--- src/hdl/bp_timing_pkg.sv ---
package bp_timing_pkg;

  // Number of bused trigger lines on the backplane.
  localparam int unsigned BUS_TRIG_W = 8;
  // Link clock figures: 10 MHz sync sampled at the 250 MHz core clock.
  localparam int unsigned CORE_CLK_MHZ = 250;
  localparam int unsigned SYNC_CLK_MHZ = 10;
  // Core cycles in one legacy 10 MHz period.
  localparam int unsigned LEGACY_PERIOD_CYC = CORE_CLK_MHZ / SYNC_CLK_MHZ;
  localparam logic [4:0] LEGACY_LAST = 5'(LEGACY_PERIOD_CYC - 1);
  // Reference edges with no gap that declare lock.
  localparam logic [3:0] LOCK_EDGES = 4'h8;
  // Longest gap between reference edges, in core cycles, before lock drops.
  localparam logic [3:0] REF_GAP_MAX = 4'h6;
  localparam logic [1:0] SYNC_STAGES_RST = 2'h0;

  // Reference source choice; the legacy 10 MHz clock is listed but flagged invalid.
  typedef enum logic [1:0] {
    REF_NONE,
    REF_CLK100,
    REF_LEGACY10
  } ref_sel_type;

  // Trigger source choice for acquisition start.
  typedef enum logic [2:0] {
    TRIG_SRC_NONE,
    TRIG_SRC_BUS,
    TRIG_SRC_STAR,
    TRIG_SRC_DSTAR_B
  } trig_src_type;

  typedef enum logic {
    OUT_SRC_TRIG,
    OUT_SRC_CLK
  } out_src_type;

  // Backplane pins seen by the module.
  typedef struct packed {
    logic clk100;
    logic sync100;
    logic clk10;
    logic star;
    logic dstar_a;
    logic dstar_b;
    logic [BUS_TRIG_W-1:0] bus_trig;
  } bp_in_type;

  // User configuration of the block.
  typedef struct packed {
    ref_sel_type ref_sel;
    trig_src_type trig_src;
    logic [2:0] bus_trig_idx;
    logic [2:0] sync_line_idx;
    out_src_type out_src;
    logic timing_module_present;
  } cfg_type;

endpackage

--- src/hdl/backplane_clock_trigger_interface.sv ---
`timescale 1ns/1ps
// Operation
// Backplane sends 100 MHz reference per slot.
// Backplane sends 10 MHz sync, 10% high.
// Sync clock regenerates legacy 10 MHz edges.
// Legacy 10 MHz aligned to 100 MHz.
// Legacy 10 MHz never accepted as reference.
// Chassis provides eight bused trigger lines.
// Bused triggers driven here reach other modules.
// Chassis routes star trigger from timing slot.
// Star trigger selectable as acquisition trigger.
// Module never drives the star trigger.
// Differential star A is a clock input.
// Differential star B is a trigger input.
// Differential star C is module output.
// Differential star lines need timing module.
// Sync pulse on bus resets converter clocks.
// Lock internal timing to 100 MHz reference.
// Synchronise every backplane input before use.
module backplane_clock_trigger_interface
  import bp_timing_pkg::*;
(
  // Clock and reset
  input wire logic clock_i,
  input wire logic rstn_i,
  // Backplane pins
  input wire bp_in_type bp_i,
  // Configuration
  input wire cfg_type cfg_i,
  // Trigger driven by this module onto a bused line
  input wire logic trig_drive_i,
  input wire logic [2:0] trig_drive_idx_i,
  // Bused trigger pins, open drain
  output logic [BUS_TRIG_W-1:0] bus_trig_o,
  output logic [BUS_TRIG_W-1:0] bus_trig_oe_o,
  // Star trigger pin
  output logic star_o,
  output logic star_oe_o,
  // Differential star C pin
  output logic dstar_c_o,
  output logic dstar_c_oe_o,
  // Status and events toward the acquisition logic
  output logic ref_locked_o,
  output logic ref_invalid_o,
  output logic legacy_tick_o,
  output logic acq_trig_o,
  output logic conv_sync_o
);

  typedef struct packed {
    bp_in_type meta;
    bp_in_type sync;
    bp_in_type prev;
    logic [3:0] lock_cnt;
    logic [3:0] gap_cnt;
    logic locked;
    logic [4:0] phase;
    logic aligned;
    logic legacy_tick;
    logic acq_trig;
    logic conv_sync;
    logic [BUS_TRIG_W-1:0] bus_oe;
    logic dstar_c;
    logic dstar_c_oe;
    logic ref_invalid;
  } state_type;

  state_type s_q;
  state_type s_d;

  always_comb begin
    logic ref_ok;
    logic clk_rise;
    logic sync_rise;
    logic bus_rise;
    logic sync_line_rise;
    logic dstar_ok;
    ref_ok = 1'b0;
    clk_rise = 1'b0;
    sync_rise = 1'b0;
    bus_rise = 1'b0;
    sync_line_rise = 1'b0;
    dstar_ok = 1'b0;
    s_d = s_q;
    s_d.meta = bp_i;
    s_d.sync = s_q.meta;
    s_d.prev = s_q.sync;
    // The legacy 10 MHz clock is never a reference, only the 100 MHz one.
    ref_ok = (cfg_i.ref_sel == REF_CLK100);
    s_d.ref_invalid = (cfg_i.ref_sel == REF_LEGACY10);
    clk_rise = s_q.sync.clk100 & ~s_q.prev.clk100;
    sync_rise = s_q.sync.sync100 & ~s_q.prev.sync100;
    bus_rise = s_q.sync.bus_trig[cfg_i.bus_trig_idx] &
      ~s_q.prev.bus_trig[cfg_i.bus_trig_idx];
    sync_line_rise = s_q.sync.bus_trig[cfg_i.sync_line_idx] &
      ~s_q.prev.bus_trig[cfg_i.sync_line_idx];
    dstar_ok = cfg_i.timing_module_present;
    // Lock is declared after a run of reference edges with no long gap.
    if (!ref_ok) begin
      s_d.lock_cnt = 4'h0;
      s_d.gap_cnt = 4'h0;
      s_d.locked = 1'b0;
    end else if (clk_rise) begin
      s_d.gap_cnt = 4'h0;
      if (s_q.lock_cnt != LOCK_EDGES) begin
        s_d.lock_cnt = s_q.lock_cnt + 4'h1;
      end
      s_d.locked = (s_q.lock_cnt + 4'h1 >= LOCK_EDGES);
    end else if (s_q.gap_cnt == REF_GAP_MAX) begin
      s_d.lock_cnt = 4'h0;
      s_d.locked = 1'b0;
    end else begin
      s_d.gap_cnt = s_q.gap_cnt + 4'h1;
    end
    // Legacy edges free-run off the core clock but are re-phased to each
    // sync edge, so they inherit the low skew of the 100 MHz timebase.
    // Free-running wraps only tick once a sync edge has set the phase.
    // Otherwise a wrap just before the first sync edge after lock would
    // give two legacy edges a few cycles apart.
    s_d.legacy_tick = 1'b0;
    if (!s_q.locked) begin
      s_d.aligned = 1'b0;
      s_d.phase = 5'h00;
    end else if (sync_rise) begin
      s_d.aligned = 1'b1;
      s_d.phase = 5'h00;
      s_d.legacy_tick = 1'b1;
    end else if (s_q.phase == LEGACY_LAST) begin
      s_d.phase = 5'h00;
      s_d.legacy_tick = s_q.aligned;
    end else begin
      s_d.phase = s_q.phase + 5'h01;
    end
    s_d.conv_sync = sync_line_rise;
    unique case (cfg_i.trig_src)
      TRIG_SRC_BUS: s_d.acq_trig = bus_rise;
      TRIG_SRC_STAR: s_d.acq_trig = s_q.sync.star & ~s_q.prev.star;
      TRIG_SRC_DSTAR_B: s_d.acq_trig = dstar_ok & s_q.sync.dstar_b &
        ~s_q.prev.dstar_b;
      default: s_d.acq_trig = 1'b0;
    endcase
    // Open drain: a low is driven while the trigger is asserted.
    s_d.bus_oe = '0;
    s_d.bus_oe[trig_drive_idx_i] = trig_drive_i;
    s_d.dstar_c_oe = dstar_ok;
    s_d.dstar_c = (cfg_i.out_src == OUT_SRC_CLK) ? s_q.sync.dstar_a &
      dstar_ok : trig_drive_i;
  end

  always_ff @(posedge clock_i or negedge rstn_i) begin
    if (!rstn_i) begin
      s_q <= '0;
    end else begin
      s_q <= s_d;
    end
  end

  assign bus_trig_o = '0;
  assign bus_trig_oe_o = s_q.bus_oe;
  assign star_o = 1'b0;
  assign star_oe_o = 1'b0;
  assign dstar_c_o = s_q.dstar_c;
  assign dstar_c_oe_o = s_q.dstar_c_oe;
  assign ref_locked_o = s_q.locked;
  assign ref_invalid_o = s_q.ref_invalid;
  assign legacy_tick_o = s_q.legacy_tick;
  assign acq_trig_o = s_q.acq_trig;
  assign conv_sync_o = s_q.conv_sync;

endmodule // backplane_clock_trigger_interface

--- config.mk ---
export PLATFORM = sky130hd
export DESIGN_NAME = backplane_clock_trigger_interface
export DESIGN_NICKNAME = d
export VERILOG_FILES = /design/src/hdl/bp_timing_pkg.sv /design/src/hdl/backplane_clock_trigger_interface.sv
export SDC_FILE = /design/constraint.sdc
export NUM_CORES = 1
export LEC_CHECK = 0
export BUFFER_PORTS_ARGS = -buffer_cell sky130_fd_sc_hd__buf_4
export CAP_MARGIN = 20
export CORE_ASPECT_RATIO = 1.75
export CORE_MARGIN = 3
export CORE_UTILIZATION = 57
export CTS_CLUSTER_SIZE = 16
export DETAILED_ROUTE_END_ITERATION = 7
export GPL_TIMING_DRIVEN = 0
export MAX_ROUTING_LAYER = met4
export PLACE_DENSITY = 0.92
export SYNTH_ARGS = -nofsm -noshare
export SYNTH_HDL_FRONTEND = slang
export SYNTH_SLANG_ARGS = --single-unit
export TNS_END_PERCENT = 30
--- constraint.sdc ---
create_clock -name clock_i -period 2.61 [get_ports clock_i]
set_clock_uncertainty 0.05 [all_clocks]
set_input_delay 0.522 -clock clock_i [delete_from_list [all_inputs] [get_ports clock_i]]
set_output_delay 0.522 -clock clock_i [all_outputs]
set_load 0.1 [all_outputs]
==> report_table.html <==
<table>
<tr><th>Metric</th><th>Value</th></tr>
<tr><th colspan="2">Yosys</th></tr>
<tr><td>Portion of the post-synthesis area used by sequential elements</td><td>0.6614</td></tr>
<tr><td>Library cell with the highest instance count after synthesis</td><td>sky130_fd_sc_hd__dfrtp_1</td></tr>
<tr><td>Largest cells by area after synthesis</td><td>sky130_fd_sc_hd__dfrtp_1, sky130_fd_sc_hd__buf_4, sky130_fd_sc_hd__mux4_1</td></tr>
<tr><td>Leading register cell type out of synthesis</td><td>sky130_fd_sc_hd__dfrtp_1</td></tr>
<tr><td>#FFs+latches synth</td><td>67</td></tr>
<tr><td>Share of flip-flops with an asynchronous set or reset</td><td>1.000</td></tr>
<tr><td>Post-synthesis cell type count</td><td>33</td></tr>
<tr><td>Area share of the largest cell type after synthesis</td><td>0.6614</td></tr>
<tr><td>Top cell type by total area after synthesis</td><td>sky130_fd_sc_hd__dfrtp_1</td></tr>
<tr><td>Post-Syn Instances</td><td>185</td></tr>
<tr><td>Number of flops mapped to enable cells by yosys</td><td>0</td></tr>
<tr><td>Number of warnings printed during yosys synthesis</td><td>0</td></tr>
<tr><td>Post-synth design cell area</td><td>2535 sq um</td></tr>
<tr><td>Top cells by count, synth</td><td>sky130_fd_sc_hd__dfrtp_1, sky130_fd_sc_hd__buf_4, sky130_fd_sc_hd__nor2_1, sky130_fd_sc_hd__nor2b_1, sky130_fd_sc_hd__inv_1</td></tr>
<tr><td>Syn avg cell area</td><td>13.70 sq um</td></tr>
<tr><th colspan="2">Clock network</th></tr>
<tr><td>Count of clock tree sinks</td><td>67</td></tr>
<tr><td>Clock tree from TritonCTS</td><td>yes</td></tr>
<tr><td>Clock buffers created by TritonCTS</td><td>9</td></tr>
<tr><td>Post-cts hold buffer count</td><td>0</td></tr>
<tr><td>Reg clk slew, reported paths</td><td>0.06 ns</td></tr>
<tr><td>Setup repair bufs after CTS</td><td>0</td></tr>
<tr><td>Buffer depth of the longest clock path</td><td>2</td></tr>
<tr><td>Resized cells post-CTS</td><td>0</td></tr>
<tr><td>Depth of the CTS H-tree</td><td>3</td></tr>
<tr><td>Worst-Skew Late Latency</td><td>0.32 ns</td></tr>
<tr><td>Master cell of the clock root buffer</td><td>sky130_fd_sc_hd__clkbuf_8</td></tr>
<tr><th colspan="2">Power</th></tr>
<tr><td>Net switching power</td><td>0.5207 mW</td></tr>
<tr><td>Static Leak</td><td>1.604 nW</td></tr>
<tr><td>Post-layout total power</td><td>2.040 mW</td></tr>
<tr><td>P per Cell Area</td><td>650.7 nW/um^2</td></tr>
<tr><td>Fraction of power consumed by the clock network</td><td>0.337</td></tr>
<tr><td>Switch share</td><td>0.2552</td></tr>
<tr><td>Combinational power share</td><td>0.127</td></tr>
<tr><td>Internal power contribution</td><td>1.520 mW</td></tr>
<tr><td>Register share of total power</td><td>0.536</td></tr>
<tr><td>Maximum resistive drop on vdd</td><td>606.5 uV</td></tr>
<tr><th colspan="2">Layout</th></tr>
<tr><td>Antenna cells</td><td>0</td></tr>
<tr><td>Fin nets</td><td>290</td></tr>
<tr><td>Layout filler cell count</td><td>285</td></tr>
<tr><td>Proportion of layout cells with a drive suffix above 1</td><td>0.3294</td></tr>
<tr><td>Area growth, synth to finish</td><td>23.69%</td></tr>
<tr><th colspan="2">STA</th></tr>
<tr><td>Hold Violations, Final</td><td>0</td></tr>
<tr><td>Worst slew margin relative to its limit</td><td>0.4861</td></tr>
<tr><td>Final Critical Period</td><td>1.630 ns</td></tr>
<tr><td>RSZ-0062 raised after global routing</td><td>no</td></tr>
<tr><td>Final count of pins violating max slew</td><td>0</td></tr>
<tr><td>Worst Tran Pin Value</td><td>0.7708 ns</td></tr>
<tr><td>Accumulated negative setup slack</td><td>0 ns</td></tr>
<tr><td>Achievable frequency</td><td>0.6134 GHz</td></tr>
<tr><td>Final period util</td><td>0.6246</td></tr>
<tr><td>Final-report setup violation count</td><td>0</td></tr>
<tr><td>Tightest hold margin</td><td>0.2235 ns</td></tr>
<tr><th colspan="2">Setup path</th></tr>
<tr><td>Number of buffer and inverter instances along the worst setup path</td><td>1</td></tr>
<tr><td>Data arrival, critical path</td><td>1.06 ns</td></tr>
<tr><td>Critical Path Slowest Stage Cell</td><td>sky130_fd_sc_hd__dfrtp_1</td></tr>
<tr><td>Startpoint Class</td><td>register</td></tr>
<tr><td>Path length in cells of the critical path</td><td>1</td></tr>
<tr><td>Worst EP required</td><td>2.04 ns</td></tr>
<tr><td>Worst reg-to-reg path cell count</td><td>6</td></tr>
<tr><td>Top delay family on crit path</td><td>flip-flops</td></tr>
<tr><td>Critical path endpoint category</td><td>output pin</td></tr>
<tr><td>First element of the critical path</td><td>ref_locked_o</td></tr>
<tr><td>Source of the worst register-to-register timing path</td><td>s_q[21]</td></tr>
<tr><td>Class of the most critical setup path</td><td>register to output pin</td></tr>
<tr><td>Critical path's largest stage delay</td><td>0.41 ns</td></tr>
<tr><td>Highest net fanout along the worst path</td><td>5</td></tr>
<tr><td>Critical-path cell list</td><td>buf_4</td></tr>
<tr><th colspan="2">Global routing</th></tr>
<tr><td>Global-route wire length before repair</td><td>6.410 mm</td></tr>
<tr><td>Initial antenna violation count</td><td>0</td></tr>
<tr><td>Pin count of the biggest net entering global routing</td><td>68</td></tr>
<tr><td>Total global routing track utilization</td><td>0.1678</td></tr>
<tr><td>Remaining global-route overflow</td><td>0</td></tr>
<tr><td>Via count of the first global-routing pass</td><td>1546</td></tr>
<tr><th colspan="2">Routing</th></tr>
<tr><td>Per-cell via count in the routed design</td><td>4.924</td></tr>
<tr><td>Total detailed-routing wirelength</td><td>3.716 mm</td></tr>
<tr><td>Per-cell routed wire length</td><td>12.22 um</td></tr>
<tr><td>Number of detailed-route iterations in the first pass</td><td>4</td></tr>
<tr><td>Drt drc</td><td>0</td></tr>
<tr><td>ANT nets after route</td><td>0</td></tr>
<tr><td>Vias after detailed routing</td><td>1497</td></tr>
<tr><td>Detailed router's first-iteration violation count</td><td>19</td></tr>
<tr><th colspan="2">Floorplan</th></tr>
<tr><td>Core Box Area</td><td>4228 sq um</td></tr>
<tr><td>Die outline height</td><td>94.22 um</td></tr>
<tr><td>I/O pin cnt</td><td>58</td></tr>
<tr><td>Cell Rows</td><td>31</td></tr>
<tr><td>Die Area</td><td>5315 sq um</td></tr>
<tr><td>Width of the chip</td><td>56.41 um</td></tr>
<tr><td>Initial core utilization</td><td>0.5996</td></tr>
<tr><th colspan="2">Worst hold path</th></tr>
<tr><td>Hold Crit Class</td><td>input pin to asynchronous set/reset pin</td></tr>
<tr><th colspan="2">Placement</th></tr>
<tr><td>Half-perimeter wire length after placement</td><td>2.741 mm</td></tr>
<tr><td>Total of buffers placed on input and output ports</td><td>46</td></tr>
<tr><td>Placer Congestion</td><td>0.7327</td></tr>
<tr><th colspan="2">Outcome</th></tr>
<tr><td>Status</td><td>completed</td></tr>
<tr><th colspan="2">Run</th></tr>
<tr><td>Max Cap Viol</td><td>0</td></tr>
</table>
-- cell families (layout without fill, tap and decap cells) --
logic type | count (synthesis) | after routing | share of synthesized area
compound gates | 15 | 15 | 0.03752
mux | 6 | 6 | 0.04887
fa+ha+maj | 6 | 6 | 0.02961
flops | 67 | 67 | 0.6614
buf+inv | 26 | 87 | 0.06515
simple gates | 58 | 58 | 0.1353
xor+xnor | 6 | 6 | 0.02073
other cells | 1 | 10 | 0.001479
-- worst paths after layout --
check / to / slack [ns]
setup reg to reg: s_q[25] / 1.00
hold / removal: s_q[27] / 0.22
max in group asynchronous: s_q[18] / 1.78
setup / recovery: ref_locked_o / 0.98
hold reg to reg: s_d[32] / 0.29
min in group clock_i: s_d[44] / 0.25
-- area by class of cell --
class / count / area, sq um / share of cell area
plain buffers: 18 / 135.1 / 0.04310
repair buffers: 46 / 345.3 / 0.1101
clock inverters: 3 / 15.01 / 0.004789
multi-input cells: 101 / 726.9 / 0.2318
flip-flops and latches: 67 / 1677 / 0.5347
inverters: 8 / 30.03 / 0.009577
clock buffers: 12 / 145.1 / 0.04629
well taps: 49 / 61.31 / 0.01955
-- sequential cells by signal, summed over array words and instances (netlist names) --
| signal | count |
|---|---|
| acq_trig_o | 1 |
| bus_trig_oe_o | 8 |
| conv_sync_o | 1 |
| dstar_c_o | 1 |
| dstar_c_oe_o | 1 |
| legacy_tick_o | 1 |
| ref_invalid_o | 1 |
| ref_locked_o | 1 |
| s_d | 26 |
| s_q | 26 |
-- power by group through the flow --
stage | clock (mW) | sequential (mW) | combinational [mW]
after floorplan | 0 | 1.15 | 0.142
after global placement | 0 | 1.11 | 0.256
after detailed placement | 0 | 1.11 | 0.261
after CTS | 0.716 | 1.10 | 0.261
after global routing | 0.761 | 1.10 | 0.275
final | 0.687 | 1.09 | 0.258
-- worst reg2reg max path, cell delays in order, from the launching register on --
cell,delay [ns]
sky130_fd_sc_hd__dfrtp_1,0.42
sky130_fd_sc_hd__inv_1,0.07
sky130_fd_sc_hd__ha_1,0.21
sky130_fd_sc_hd__nand3b_4,0.11
sky130_fd_sc_hd__and3_4,0.21
sky130_fd_sc_hd__a21o_1,0.17
sky130_fd_sc_hd__mux2_2,0.26
-- stage by stage --
step	setup slack, ns	utilization	area [sq um]	cells
floorplan	1.097	-	2569	194
global placement	1.033	0.7038	2975	289
detailed placement	1.010	0.7038	2975	289
CTS	0.9526	0.7416	3136	304
global route	0.9217	0.7416	3136	304
finish	0.9798	0.7416	3136	304
-- routing by layer --
layer / wire length [um] / up-vias / track usage
li1: - / 723 / -
met1: 1353 / 719 / 0.1693
met2: 2005 / 45 / 0.2773
met3: 238 / 10 / 0.06052
met4: 119 / 0 / 0.09703
met5: 0 / - / -
-- cells in the final DEF (no fill, tap or decap), drive strengths merged --
cell type and count:
a21oi 1, a21o 1, a22oi 1, o31ai 1
conb 10, xor2 3, o21a 1, nor3b 1
and2 1, nor3 2, xnor2 3, buf 64
clkbuf 12, nand4b 2, and3 1, nand3b 1
dfrtp 67, inv 8, and3b 1, a211oi 1
mux2 2, mux4 4, nor2b 13, a41oi 1
clkinv 3, nand3 6, ha 6, o21ai 7
a22o 1, nand2b 6, nand2 7, nand4bb 1
nor2 16
(Power assumes the default switching activity.)
